===== src/verilog/jog_pkg.sv =====
// constants shared by the output clock gating stage and its fifo
// How it works
// - bypass set: raw frames buffered, sent spoofed only if spoof enable set
// - bypass clear: encoded frames pass the buffer
// - spoof enable frames buffered data by geometry
// - spoof lines padded with dummy bytes
// - spoof line: clock only real or pad bytes
// - spoof gaps: clock by leading/trailing counts
// - no image markers inside spoofed frames
// - between-frames bit keeps clock running between frames
// - cleared: clock stops outside frame, except markers
// - invalid-data bit: clock runs in line gaps
// - cleared: clock only on data bytes
// - marker position bit: inside or outside frame
`default_nettype none
package jog_pkg;
	// register indices; the byte address is four times the index
	localparam logic [5:0] IDX_BYPASS = 6'h0a;
	localparam logic [5:0] IDX_OUT_CFG = 6'h0d;
	localparam logic [7:0] ADR_BYPASS = {IDX_BYPASS, 2'b00};
	localparam logic [7:0] ADR_OUT_CFG = {IDX_OUT_CFG, 2'b00};
	localparam logic [7:0] ADR_GEOMETRY = 8'h40;
	localparam logic [7:0] ADR_STATUS = 8'h44;
	// reset values
	localparam logic RST_BYPASS = 1'h1;
	localparam logic [10:0] RST_OUT_CFG = 11'h007;
	localparam logic [15:0] RST_LINE_WIDTH = 16'h0010;
	localparam logic [7:0] RST_LEAD = 8'h04;
	localparam logic [7:0] RST_TRAIL = 8'h04;
	// output configuration field positions
	localparam int CFG_SPOOF = 0;
	localparam int CFG_BETWEEN = 1;
	localparam int CFG_INVALID = 2;
	localparam int CFG_MARK_EN = 3;
	localparam int CFG_MARK_IN = 4;
	// geometry field positions
	localparam int GEO_WIDTH_LSB = 0;
	localparam int GEO_LEAD_LSB = 16;
	localparam int GEO_TRAIL_LSB = 24;
	// stream bytes
	localparam logic [7:0] MARK_PREFIX = 8'hff;
	localparam logic [7:0] MARK_SOI = 8'hd8;
	localparam logic [7:0] MARK_EOI = 8'hd9;
	localparam logic [7:0] PAD_BYTE = 8'h00;
	// buffer geometry: byte plus end-of-frame flag
	localparam int BUF_WIDTH = 9;
	localparam int BUF_DEPTH = 16;
endpackage
`default_nettype wire


===== src/verilog/jog_out_stage.sv =====
// output stage: source select, spoof framing and pixel clock gating
//
// The Wishbone register port was left to the implementer.
`timescale 1ns/1ps
`default_nettype none
module jog_out_stage (
	input wire logic ref_clk,
	input wire logic reset_n,
	input wire logic wb_cyc_i,
	input wire logic wb_stb_i,
	input wire logic wb_we_i,
	input wire logic [7:0] wb_adr_i,
	input wire logic [3:0] wb_sel_i,
	input wire logic [31:0] wb_dat_i,
	output logic [31:0] wb_dat_o,
	output logic wb_ack_o,
	input wire logic [7:0] raw_data,
	input wire logic raw_last,
	input wire logic raw_valid,
	output logic raw_ready,
	input wire logic [7:0] enc_data,
	input wire logic enc_last,
	input wire logic enc_valid,
	output logic enc_ready,
	output logic pix_clk,
	output logic frame_window_short,
	output logic line_valid,
	output logic [7:0] pix_data
);
	import jog_pkg::*;

	typedef enum logic [2:0] {ST_IDLE, ST_SOI, ST_DATA, ST_EOI, ST_LEAD, ST_LINE, ST_TRAIL} jog_state_t;

	logic bypass_reg, bypass_next;
	logic [10:0] cfg_reg, cfg_next;
	logic [31:0] geo_reg, geo_next;
	logic [31:0] dat_reg, dat_next, rd_word;
	logic ack_reg, ack_next, req;

	jog_state_t state_reg, state_next;
	logic [15:0] cnt_reg, cnt_next, cnt_inc;
	logic [7:0] data_reg, data_next;
	logic fv_reg, fv_next, lv_reg, lv_next, gate_reg, gate_next;
	logic clk_reg, clk_next, phase_reg, phase_next, done_reg, done_next;

	logic [BUF_WIDTH-1:0] fifo_wr_data, f_data;
	logic fifo_wr_valid, fifo_in_ready, f_valid, f_pop;
	logic [4:0] fifo_level;
	logic spoof, step;
	logic [15:0] width;
	logic [7:0] lead, trail;

	assign spoof = cfg_reg[CFG_SPOOF];
	assign width = geo_reg[GEO_WIDTH_LSB +: 16];
	assign lead = geo_reg[GEO_LEAD_LSB +: 8];
	assign trail = geo_reg[GEO_TRAIL_LSB +: 8];
	assign req = wb_cyc_i && wb_stb_i;

	// register read mux, writes land on the edge where ack is seen
	always_comb begin
		bypass_next = bypass_reg;
		cfg_next = cfg_reg;
		geo_next = geo_reg;
		dat_next = dat_reg;
		ack_next = req && !ack_reg;
		unique case (wb_adr_i)
			ADR_BYPASS: rd_word = {31'h0, bypass_reg};
			ADR_OUT_CFG: rd_word = {21'h0, cfg_reg};
			ADR_GEOMETRY: rd_word = geo_reg;
			ADR_STATUS: rd_word = {16'h0, 3'h0, fifo_level, 1'b0, state_reg, done_reg, fv_reg, lv_reg, gate_reg};
			default: rd_word = 32'h0; // unmapped: acked, reads zero, writes dropped
		endcase
		if (req && !ack_reg) begin
			dat_next = rd_word;
		end
		if (req && ack_reg && wb_we_i) begin
			unique case (wb_adr_i)
				ADR_BYPASS: begin
					if (wb_sel_i[0]) bypass_next = wb_dat_i[0];
				end
				ADR_OUT_CFG: begin
					if (wb_sel_i[0]) cfg_next[7:0] = wb_dat_i[7:0];
					if (wb_sel_i[1]) cfg_next[10:8] = wb_dat_i[10:8];
				end
				ADR_GEOMETRY: begin
					for (int i = 0; i < 4; i++) begin
						if (wb_sel_i[i]) geo_next[i*8 +: 8] = wb_dat_i[i*8 +: 8];
					end
				end
				default: begin
				end
			endcase
		end
	end

	always_ff @(posedge ref_clk or negedge reset_n) begin
		if (!reset_n) begin
			bypass_reg <= RST_BYPASS;
			cfg_reg <= RST_OUT_CFG;
			geo_reg <= {RST_TRAIL, RST_LEAD, RST_LINE_WIDTH};
			dat_reg <= 32'h0;
			ack_reg <= 1'b0;
		end else begin
			bypass_reg <= bypass_next;
			cfg_reg <= cfg_next;
			geo_reg <= geo_next;
			dat_reg <= dat_next;
			ack_reg <= ack_next;
		end
	end

	assign wb_dat_o = dat_reg;
	assign wb_ack_o = ack_reg;

	// source select: only the chosen source sees ready, so the other stalls
	assign fifo_wr_data = bypass_reg ? {raw_last, raw_data} : {enc_last, enc_data};
	assign fifo_wr_valid = bypass_reg ? raw_valid : enc_valid;
	assign raw_ready = fifo_in_ready && bypass_reg;
	assign enc_ready = fifo_in_ready && !bypass_reg;

	jog_fifo #(
		.WIDTH(BUF_WIDTH),
		.DEPTH(BUF_DEPTH)
	) u_fifo (
		.ref_clk(ref_clk),
		.reset_n(reset_n),
		.in_data(fifo_wr_data),
		.in_valid(fifo_wr_valid),
		.in_ready(fifo_in_ready),
		.out_data(f_data),
		.out_valid(f_valid),
		.out_ready(f_pop),
		.level(fifo_level)
	);

	// one byte slot every two clocks; slot decisions are made on phase 0
	always_comb begin
		step = !phase_reg;
		state_next = state_reg;
		cnt_next = cnt_reg;
		cnt_inc = cnt_reg + 16'h1;
		data_next = data_reg;
		fv_next = fv_reg;
		lv_next = lv_reg;
		gate_next = gate_reg;
		done_next = done_reg;
		f_pop = 1'b0;
		if (step) begin
			unique case (state_reg)
				ST_IDLE: begin
					fv_next = 1'b0;
					lv_next = 1'b0;
					gate_next = cfg_reg[CFG_BETWEEN];
					cnt_next = 16'h0;
					done_next = 1'b0;
					if (f_valid) begin
						if (spoof) state_next = ST_LEAD;
						else if (cfg_reg[CFG_MARK_EN]) state_next = ST_SOI;
						else state_next = ST_DATA;
					end
				end
				ST_SOI, ST_EOI: begin
					// markers clock even with the frame strobe low
					data_next = (cnt_reg == 16'h0) ? MARK_PREFIX : ((state_reg == ST_SOI) ? MARK_SOI : MARK_EOI);
					fv_next = cfg_reg[CFG_MARK_IN];
					lv_next = 1'b0;
					gate_next = 1'b1;
					cnt_next = cnt_inc;
					if (cnt_reg != 16'h0) begin
						cnt_next = 16'h0;
						state_next = (state_reg == ST_SOI) ? ST_DATA : ST_IDLE;
					end
				end
				ST_DATA: begin
					fv_next = 1'b1;
					if (f_valid) begin
						f_pop = 1'b1;
						data_next = f_data[7:0];
						lv_next = 1'b1;
						gate_next = 1'b1;
						if (f_data[8]) state_next = cfg_reg[CFG_MARK_EN] ? ST_EOI : ST_IDLE;
					end else begin
						lv_next = 1'b0;
						gate_next = cfg_reg[CFG_INVALID];
					end
				end
				ST_LEAD, ST_TRAIL: begin
					fv_next = 1'b1;
					lv_next = 1'b0;
					gate_next = 1'b1;
					cnt_next = cnt_inc;
					if (cnt_inc >= {8'h0, (state_reg == ST_LEAD) ? lead : trail}) begin
						cnt_next = 16'h0;
						if (state_reg == ST_LEAD) state_next = ST_LINE;
						else state_next = done_reg ? ST_IDLE : ST_LEAD;
					end
				end
				ST_LINE: begin
					fv_next = 1'b1;
					lv_next = 1'b1;
					gate_next = 1'b0;
					if (done_reg || f_valid) begin
						gate_next = 1'b1;
						cnt_next = cnt_inc;
						data_next = PAD_BYTE;
						if (!done_reg) begin
							f_pop = 1'b1;
							data_next = f_data[7:0];
							done_next = f_data[8];
						end
						if (cnt_inc >= width) begin
							cnt_next = 16'h0;
							state_next = ST_TRAIL;
						end
					end
				end
			endcase
		end
		// the clock may only rise from a gate settled during the low half
		clk_next = phase_reg && gate_reg;
		// slots are two clocks long, so the phase simply alternates
		phase_next = !phase_reg;
	end

	always_ff @(posedge ref_clk or negedge reset_n) begin
		if (!reset_n) begin
			state_reg <= ST_IDLE;
			cnt_reg <= 16'h0;
			data_reg <= 8'h00;
			fv_reg <= 1'b0;
			lv_reg <= 1'b0;
			gate_reg <= 1'b0;
			done_reg <= 1'b0;
			clk_reg <= 1'b0;
			phase_reg <= 1'b0;
		end else begin
			state_reg <= state_next;
			cnt_reg <= cnt_next;
			data_reg <= data_next;
			fv_reg <= fv_next;
			lv_reg <= lv_next;
			gate_reg <= gate_next;
			done_reg <= done_next;
			clk_reg <= clk_next;
			phase_reg <= phase_next;
		end
	end

	assign pix_clk = clk_reg;
	assign frame_window_short = fv_reg;
	assign line_valid = lv_reg;
	assign pix_data = data_reg;

	// checks on source select, the slot engine and clock gate
	a_raw_path_sel: assert property (@(posedge ref_clk) disable iff (!reset_n)
		(bypass_reg && raw_valid && fifo_in_ready) |-> (raw_ready && !enc_ready && fifo_wr_data == {raw_last, raw_data}))
		else $error("bypass set but raw stream not routed to buffer");
	a_enc_path_sel: assert property (@(posedge ref_clk) disable iff (!reset_n)
		(!bypass_reg && enc_valid && fifo_in_ready) |-> (enc_ready && !raw_ready && fifo_wr_data == {enc_last, enc_data}))
		else $error("bypass clear but encoded stream not routed to buffer");
	a_spoof_frame_start: assert property (@(posedge ref_clk) disable iff (!reset_n)
		(step && state_reg == ST_IDLE && spoof && f_valid) |=> (state_reg == ST_LEAD) ##2 (fv_reg && !lv_reg))
		else $error("spoof frame did not open with a leading gap");
	a_pad_fill: assert property (@(posedge ref_clk) disable iff (!reset_n)
		(step && state_reg == ST_LINE && done_reg) |=> (pix_data == PAD_BYTE && lv_reg) ##1 pix_clk)
		else $error("exhausted spoof line not padded and clocked");
	a_line_stall: assert property (@(posedge ref_clk) disable iff (!reset_n)
		(step && state_reg == ST_LINE && !done_reg && !f_valid) |=> !gate_reg ##1 !pix_clk)
		else $error("clock pulsed with no byte on a spoof line");
	a_lead_clocks: assert property (@(posedge ref_clk) disable iff (!reset_n)
		(step && (state_reg == ST_LEAD || state_reg == ST_TRAIL)) |=> (gate_reg && !lv_reg) ##1 pix_clk)
		else $error("leading or trailing gap not clocked");
	a_no_spoof_marker: assert property (@(posedge ref_clk) disable iff (!reset_n)
		(step && state_reg == ST_IDLE && spoof) |=> state_reg != ST_SOI)
		else $error("marker started inside a spoof frame");
	a_between_on: assert property (@(posedge ref_clk) disable iff (!reset_n)
		(step && state_reg == ST_IDLE && cfg_reg[CFG_BETWEEN]) |=> ##1 pix_clk)
		else $error("clock stopped between frames while enabled");
	a_between_off: assert property (@(posedge ref_clk) disable iff (!reset_n)
		(step && state_reg == ST_IDLE && !cfg_reg[CFG_BETWEEN]) |=> ##1 !pix_clk)
		else $error("clock ran between frames while disabled");
	a_gap_clock: assert property (@(posedge ref_clk) disable iff (!reset_n)
		(step && state_reg == ST_DATA && !f_valid && cfg_reg[CFG_INVALID]) |=> (fv_reg && !lv_reg) ##1 pix_clk)
		else $error("clock stopped in a line gap while enabled");
	a_gap_quiet: assert property (@(posedge ref_clk) disable iff (!reset_n)
		(step && state_reg == ST_DATA && !f_valid && !cfg_reg[CFG_INVALID]) |=> ##1 !pix_clk)
		else $error("clock ran without data while gap clock off");
	a_marker_place: assert property (@(posedge ref_clk) disable iff (!reset_n)
		(step && (state_reg == ST_SOI || state_reg == ST_EOI)) |=> (fv_reg == $past(cfg_reg[CFG_MARK_IN]) && gate_reg))
		else $error("marker frame strobe or clock wrong");
	a_gate_in_low: assert property (@(posedge ref_clk) disable iff (!reset_n)
		$changed(gate_reg) |-> (!pix_clk ##1 $stable(gate_reg)))
		else $error("clock gate changed while clock high");
	a_rise_on_settled: assert property (@(posedge ref_clk) disable iff (!reset_n)
		$rose(pix_clk) |-> (gate_reg && $stable(gate_reg)))
		else $error("clock rose from a gate that was not settled");
	a_marker_clocked: assert property (@(posedge ref_clk) disable iff (!reset_n)
		(step && state_reg == ST_SOI && !cfg_reg[CFG_BETWEEN]) |=> ##1 pix_clk)
		else $error("marker outside the frame not clocked");
endmodule
`default_nettype wire


===== src/verilog/jog_fifo.sv =====
// byte fifo with registered read stage and registered ready
`timescale 1ns/1ps
`default_nettype none
module jog_fifo #(
	parameter int WIDTH = 9,
	parameter int DEPTH = 16
) (
	input wire logic ref_clk,
	input wire logic reset_n,
	input wire logic [WIDTH-1:0] in_data,
	input wire logic in_valid,
	output logic in_ready,
	output logic [WIDTH-1:0] out_data,
	output logic out_valid,
	input wire logic out_ready,
	output logic [$clog2(DEPTH+1)-1:0] level
);
	localparam int AW = $clog2(DEPTH);
	localparam int CW = $clog2(DEPTH+1);
	localparam logic [CW-1:0] FULL = CW'(DEPTH);

	logic [WIDTH-1:0] mem_reg [DEPTH];
	logic [AW-1:0] wr_reg, wr_next, rd_reg, rd_next;
	logic [CW-1:0] cnt_reg, cnt_next;
	logic [WIDTH-1:0] q_reg, q_next;
	logic qv_reg, qv_next, rdy_reg, rdy_next, do_wr, do_ld;

	// pointer and read-stage bookkeeping; ready is registered so it is exact next cycle
	always_comb begin
		do_wr = in_valid && rdy_reg;
		do_ld = (cnt_reg != '0) && (!qv_reg || out_ready);
		wr_next = do_wr ? wr_reg + AW'(1) : wr_reg;
		rd_next = do_ld ? rd_reg + AW'(1) : rd_reg;
		cnt_next = cnt_reg + CW'(do_wr) - CW'(do_ld);
		rdy_next = cnt_next != FULL;
		q_next = do_ld ? mem_reg[rd_reg] : q_reg;
		qv_next = do_ld ? 1'b1 : (out_ready ? 1'b0 : qv_reg);
	end

	always_ff @(posedge ref_clk or negedge reset_n) begin
		if (!reset_n) begin
			wr_reg <= '0;
			rd_reg <= '0;
			cnt_reg <= '0;
			q_reg <= '0;
			qv_reg <= 1'b0;
			rdy_reg <= 1'b0;
		end else begin
			wr_reg <= wr_next;
			rd_reg <= rd_next;
			cnt_reg <= cnt_next;
			q_reg <= q_next;
			qv_reg <= qv_next;
			rdy_reg <= rdy_next;
		end
	end

	// storage array has no reset; only written words are ever read
	always_ff @(posedge ref_clk) begin
		if (do_wr) begin
			mem_reg[wr_reg] <= in_data;
		end
	end

	assign in_ready = rdy_reg;
	assign out_data = q_reg;
	assign out_valid = qv_reg;
	assign level = cnt_reg;
endmodule
`default_nettype wire


===== config.mk =====
export PLATFORM = sky130hd
export DESIGN_NAME = jog_out_stage
export DESIGN_NICKNAME = d
export VERILOG_FILES = /design/src/verilog/jog_pkg.sv /design/src/verilog/jog_out_stage.sv /design/src/verilog/jog_fifo.sv
export SDC_FILE = /design/constraint.sdc
export NUM_CORES = 1
export LEC_CHECK = 0
export ABC_AREA = 0
export BUFFER_PORTS_ARGS = -buffer_cell sky130_fd_sc_hd__clkbuf_2
export CAP_MARGIN = 0
export CORE_MARGIN = 3
export CORE_UTILIZATION = 40
export CTS_CLUSTER_DIAMETER = 200
export DETAILED_ROUTE_END_ITERATION = 16
export PLACE_DENSITY = 0.68
export REMOVE_ABC_BUFFERS = 1
export SLEW_MARGIN = 25
export SYNTH_ARGS = -nofsm -noshare
export SYNTH_HDL_FRONTEND = slang
export SYNTH_SLANG_ARGS = --single-unit
export TNS_END_PERCENT = 20

===== constraint.sdc =====
create_clock -name ref_clk -period 5.05 [get_ports ref_clk]
set_input_delay 1.01 -clock ref_clk [delete_from_list [all_inputs] [get_ports ref_clk]]
set_output_delay 1.01 -clock ref_clk [all_outputs]
set_load 0.005 [all_outputs]

Word level (Yosys, flattened, before mapping)
Memory sizes are Yosys's and may differ from the RTL's. A register that Yosys moved wholly into a read port is not among the register bits.
Index checks and enable logic that the tools add are counted.
{ "classes": {"mux": 46, "n_bitwise": 1, "n_addsub": 5, "n_reduce_logical": 40, "magnitude_cmp": 2, "n_eq_ne": 18} }
{ "ops": {"columns": ["cell", "n"], "rows": [
  ["one-hot mux 32 bit (4 select lines)", 1],
  ["2-to-1 mux 16 bit", 4],
  ["one-hot mux 16 bit (4 select lines)", 1],
  ["2-to-1 mux 8 bit", 4],
  ["2-to-1 mux 3 bit", 10],
  ["AND reduction 3 bit", 9],
  ["one-hot mux 8 bit (3 select lines)", 1],
  ["adder 16 x 1 -> 16 bit (second input constant)", 1],
  ["equality test 8 x 6 -> 1 bit (second input constant)", 2],
  ["equality test 8 x 7 -> 1 bit (second input constant)", 2],
  [">= comparator 16 bit", 1],
  [">= comparator 16 x 8 -> 1 bit", 1],
  ["zero test 16 bit", 1],
  ["nonzero test 16 bit", 1],
  ["one-hot mux 3 bit (5 select lines)", 1],
  ["2-to-1 mux 1 bit", 14],
  ["equality test 3 bit (second input constant)", 3],
  ["logical AND 1 bit", 9],
  ["2-to-1 mux 9 bit", 1],
  ["adder 4 x 1 -> 4 bit (second input constant)", 2],
  ["inequality test 2 bit (second input constant)", 4],
  ["AND reduction 8 bit", 1],
  ["OR reduction 4 bit", 2],
  ["equality test 3 x 2 -> 1 bit (second input constant)", 2],
  ["21 further kinds", 34]
]} }
{ "totals": {"out_inout_bits": 46, "word_cells": 136, "inputBits": 69, "ram_bits": 144, "reg_bits": 125, "mem_count": 1} }
{ "mem_list": {"columns": ["name", "words", "word_bits", "rd", "rd_clocked_by_memory_dff", "write_ports", "line_no", "text"], "rows": [
  ["u_fifo.mem_reg", 16, 9, 1, 1, 1, "jog_fifo.sv:22", "logic [WIDTH-1:0] mem_reg [DEPTH];"]
]} }

Longest topological paths before layout
{ "logic_depth": {"word_depth": 8, "ltp_mapped": 18, "ltp_nobuf": 16} }

Cells and area by module
From an unflattened synthesis, not the netlist that was laid out.
{ "unflattened": {"cells_unflattened": 952, "hier_area_um2": 12624.6} }
{ "modules_own_cells": {"columns": ["mod", "seq_area_each_um2", "cells_per_inst", "area_per_inst_um2", "instances"], "rows": [
  ["jog_fifo", 4924.7, 327, 6663.9, 1],
  ["jog_out_stage", 2761.4, 625, 5960.7, 1]
]} }

Worst setup path after synthesis
Ideal clock, no wire load.
{ "synth_path": {"path_type": "flip-flop to flip-flop", "from": "register state_reg[2]", "to": "register state_reg[1]", "setup_time_ns": 0.125, "stages_incl_launch_ff": 13, "synth_period_minus_slack_ns": 3.563, "path_slack_ns": 1.487, "t_required_ns": 4.925, "path_buffers": 1, "t_arrival_ns": 3.438, "path_cell_list": "dfrtp_1 clkbuf_1 nand2_1 nor2_1 mux2_2 ha_1 nand2b_1 a31oi_1 o311ai_0 nor4_1 a21o_2 a2111oi_4 mux2_4"} }
{ "synth_via": {"elab_chain_len": 5, "elab_cells_between_ends": 24, "classes_between": "order compare (1); eq/ne (13); mux (6); reduce/logical (4)"} }
{ "synth_lines": {"columns": ["element", "line_no", "text"], "rows": [
  ["from (decl)", "jog_out_stage.sv:40", "jog_state_t state_reg, state_next;"],
  ["from (signal assigned)", "jog_out_stage.sv:237", "state_reg <= state_next;"],
  ["equality test 3 bit", "jog_out_stage.sv:149, jog_out_stage.sv:192, jog_out_stage.sv:194", null],
  ["2-to-1 mux 8 bit", "jog_out_stage.sv:192", "if (cnt_inc >= {8'h0, (state_reg == ST_LEAD) ? lead : trail}) begin"],
  [">= comparator 16 x 8 -> 1 bit", "jog_out_stage.sv:192", null],
  ["inequality test 2 bit (no line)", null, null],
  ["AND reduction 8 bit (no line)", null, null]
]} }
Several ways; a longest one is shown, not always the timed one. The select of a mux whose other input is x is not followed.
A chain may end at the register's enable or synchronous reset.

Final worst setup path
{ "layout_path": {"from": "register state_reg[1]", "to": "register state_reg[1]"} }
Same word-level chain as after synthesis.

==> impl_metrics.json <==
{
  "status": "complete, no violations",
  "first_pass_iters": 5,
  "synth.distinct_cells": 65,
  "reg2reg_depth": 12,
  "syn_area_um2": 12600,
  "grt_overflow_total": 0,
  "ys_warn_count": 0,
  "place.port_buffers": 114,
  "seq_area_um2": 7687,
  "post_drt_wl_per_cell_um": 18.81,
  "die_y_um": 183.5,
  "cp.arrival_ns": 4.28,
  "synth_flop_cell": "edfxtp_1",
  "clkTransAtPathRegs_ns": 0.06,
  "synth_edf_count": 144,
  "insertion_delay_ns": 0.57,
  "fin_total_pwr_mw": 6.690,
  "whs_endpoint": "wb_dat_o[23]",
  "hpwl_um": 19660,
  "via_per_inst": 5.361,
  "row_count": 64,
  "yosys.area.top_type": "edfxtp_1",
  "antennaDiodeCount": 0,
  "grt_usage_pct": 16.35,
  "multiInputGateArea_um2": 4599,
  "root_buffer": "clkbuf_16",
  "critPathKind": "reg2reg",
  "coreArea_um2": 30830,
  "peakVddDrop_mv": 0.3059,
  "slew_headroom_pct": 39.99,
  "drive_above_1_share_pct": 27.23,
  "end_kind": "flop",
  "drc_errors": 0,
  "die_area_um2": 33660,
  "async_reset_ff_share_pct": 48.20,
  "drt-total-wl_um": 27690,
  "grt_use_met2_pct": 28.44,
  "area_growth_pct": 16.26,
  "slew_viol_final": 0,
  "clock_path_buffers": 3,
  "dp.cells": 1414,
  "critical-path-slowest-cell": "dfrtp_1",
  "fin_ws_ns": 1.215,
  "hold_class": "reg2reg",
  "antenna_found_initial": 0,
  "grt_max_degree": 75,
  "totalNegativeSetupSlack_ns": 0,
  "ys_ff_latch": 278,
  "avgSynthCellArea_um2": 13.48,
  "grt_pass1_vias": 7942,
  "cp_max_fo": 16,
  "netlist_top_cells_area": "edfxtp_1, dfrtp_1, mux4_2, mux2_2, ha_1",
  "pre_cts_ws_ns": 1.230,
  "postLayoutCoreUtil_pct": 47.51,
  "whs_path_depth": 2,
  "start_kind": "flop",
  "rsz0062_at_grt": "no",
  "ios": 115,
  "cts_tree": "yes",
  "maxCapViolations": 0,
  "hold_viol": 0,
  "cp_cell_sequence": "inv_1 -> nand2_1 -> nor2_1 -> mux2_2 -> ha_1 -> nand2b_1 -> a31oi_1 -> o311ai_0 -> nor4_1 -> a21o_2 -> a2111oi_4 -> mux2_4",
  "yosys.area.top_type_share_pct": 34.32,
  "initial_core_util_pct": 40.87,
  "stdcell_count": 1472,
  "p_per_area_nw_per_um2": 456.7,
  "reg2reg_to": "state_reg[1]",
  "power_leakage_nw": 6.128,
  "r2r_setup_slack_ns": 1.22,
  "cts_made_buffers": 31,
  "final_nets": 1159,
  "cp.required_ns": 5.50,
  "finalCriticalPeriod_ns": 3.835,
  "worst_pin_slew_ns": 0.8952,
  "htreeDepth": 1,
  "grt_first_pass_wirelength_um": 43660,
  "cp_slowest_stage_delay_ns": 0.53,
  "first_iter_violations": 613,
  "cts_resized": 0,
  "fmax_ghz": 0.2608,
  "fin_crit_sh_pct": 75.94,
  "yosysSeqAreaShare_pct": 61.00,
  "r2r-start": "state_reg[1]",
  "postRouteAntennaNets": 0,
  "min_from": "wb_dat_o[23]",
  "largest_reg_flops": 144,
  "top_usage_layer": "met2",
  "ctsHoldBuffers": 0,
  "grt_use_met1_pct": 21.30,
  "clock_sinks": 278,
  "globalplace.congestion": 0.9017,
  "finClkSkew_ns": 0.01208,
  "num_vias": 7892,
  "syn_inst": 935,
  "postCtsSetupBuffers": 0,
  "fill_cells": 2690,
  "die_w_um": 183.5,
  "setup_viol": 0,
  "grtUsageMet3_pct": 2.295
}
worst max-delay path by stage:
| stage | from | slack, ns | end |
|---|---|---|---|
| 6_report | state_reg[1] | 1.22 | state_reg[1] |
| 5_1_grt | state_reg[1] | 1.0 | state_reg[1] |
| 4_1_cts | state_reg[1] | 1.22 | state_reg[1] |
| 3_5_place_dp | state_reg[1] | 1.23 | state_reg[1] |
| 3_3_place_gp | state_reg[1] | 1.35 | state_reg[1] |
| 2_1_floorplan | wb_adr_i[2] | 0.78 | geo_reg[16] |
where the power goes:
part / switching, mW / total, mW / leakage, nW / internal (mW)
registers: 0.271 / 2.93 / 2.97 / 2.66
logic: 0.779 / 1.55 / 2.66 / 0.770
clock network: 0.908 / 2.21 / 0.501 / 1.30
Yosys cell counts, drive strengths merged, types with 4 or more instances:
library cell / instances
edfxtp: 144
nor4: 5
nand2: 117
and3: 6
xnor2: 15
dfstp: 7
mux2i: 12
a31oi: 5
ha: 38
nor2: 42
and2: 21
a21o: 4
inv: 42
nand2b: 4
o211ai: 15
buf: 7
mux4: 45
clkbuf: 39
a211oi: 5
mux2: 50
a21oi: 26
nand3: 33
nor2b: 4
dfrtp: 127
nor3: 8
o21ai: 41
xor2: 8
a222oi: 9
nand4: 7
stage by stage:
step / cell area [um^2] / hold slack [ns]
floorplan: 12420 / 0.4628
global placement: 13620 / 0.4492
detailed placement: 13640 / 0.4550
CTS: 14650 / 0.4678
global route: 14650 / 0.4869
finish: 14650 / 0.4609
routing by layer:
layer | share of wire (%) | vias up
li1 | - | 3706
met1 | 42 | 3923
met2 | 50 | 209
met5 | 0 | -
met3 | 4.1 | 54
met4 | 3.3 | 0
logic make-up (layout without fill, tap and decap cells):
kind of cell             Yosys count  count (layout)  share of synthesized area, %
AO/OA/AOI/OAI                    136             136                         7.309
XOR/XNOR                          23              23                         1.599
adder cells (fa/ha/maj)           39              39                         3.933
buffers and inverters             88             229                         2.671
flip-flops                       278             278                         61.00
multiplexers                     107             107                         13.50
AND/OR/NAND/NOR                  264             264                         9.990
final cells by class:
class	count	share of cell area, %
multi-input combinational	569	31.40
inverter	42	1.076
clock buffer	44	5.902
sequential	278	52.48
timing repair buffer	129	4.792
tap	396	3.383
clock inverter	14	0.9652
worst max-delay path, delay by kind of cell (launching register included):
kind,cells,cell delay [ns]
simple gates,4,0.74
buf+inv,1,0.23
flops,1,0.53
fa+ha+maj,1,0.27
compound gates,4,1.22
mux,2,0.72
placed cells by master, fill, tap and decap left out, types with 7 or more instances in the layout:
cell type / instances
edfxtp_1: 144
dfrtp_1: 126
nand2_1: 117
clkbuf_2: 113
mux2_2: 49
mux4_2: 45
inv_1: 42
nor2_1: 42
o21ai_0: 40
ha_1: 38
nand3_1: 33
clkbuf_16: 31
a21oi_1: 25
and2_1: 21
xnor2_1: 15
o211ai_1: 15
buf_4: 14
mux2i_1: 12
a222oi_1: 9
clkbuf_1: 9
xor2_1: 8
clkinv_2: 8
dfstp_2: 7
Note: power is estimated with default switching activity, not from simulation.
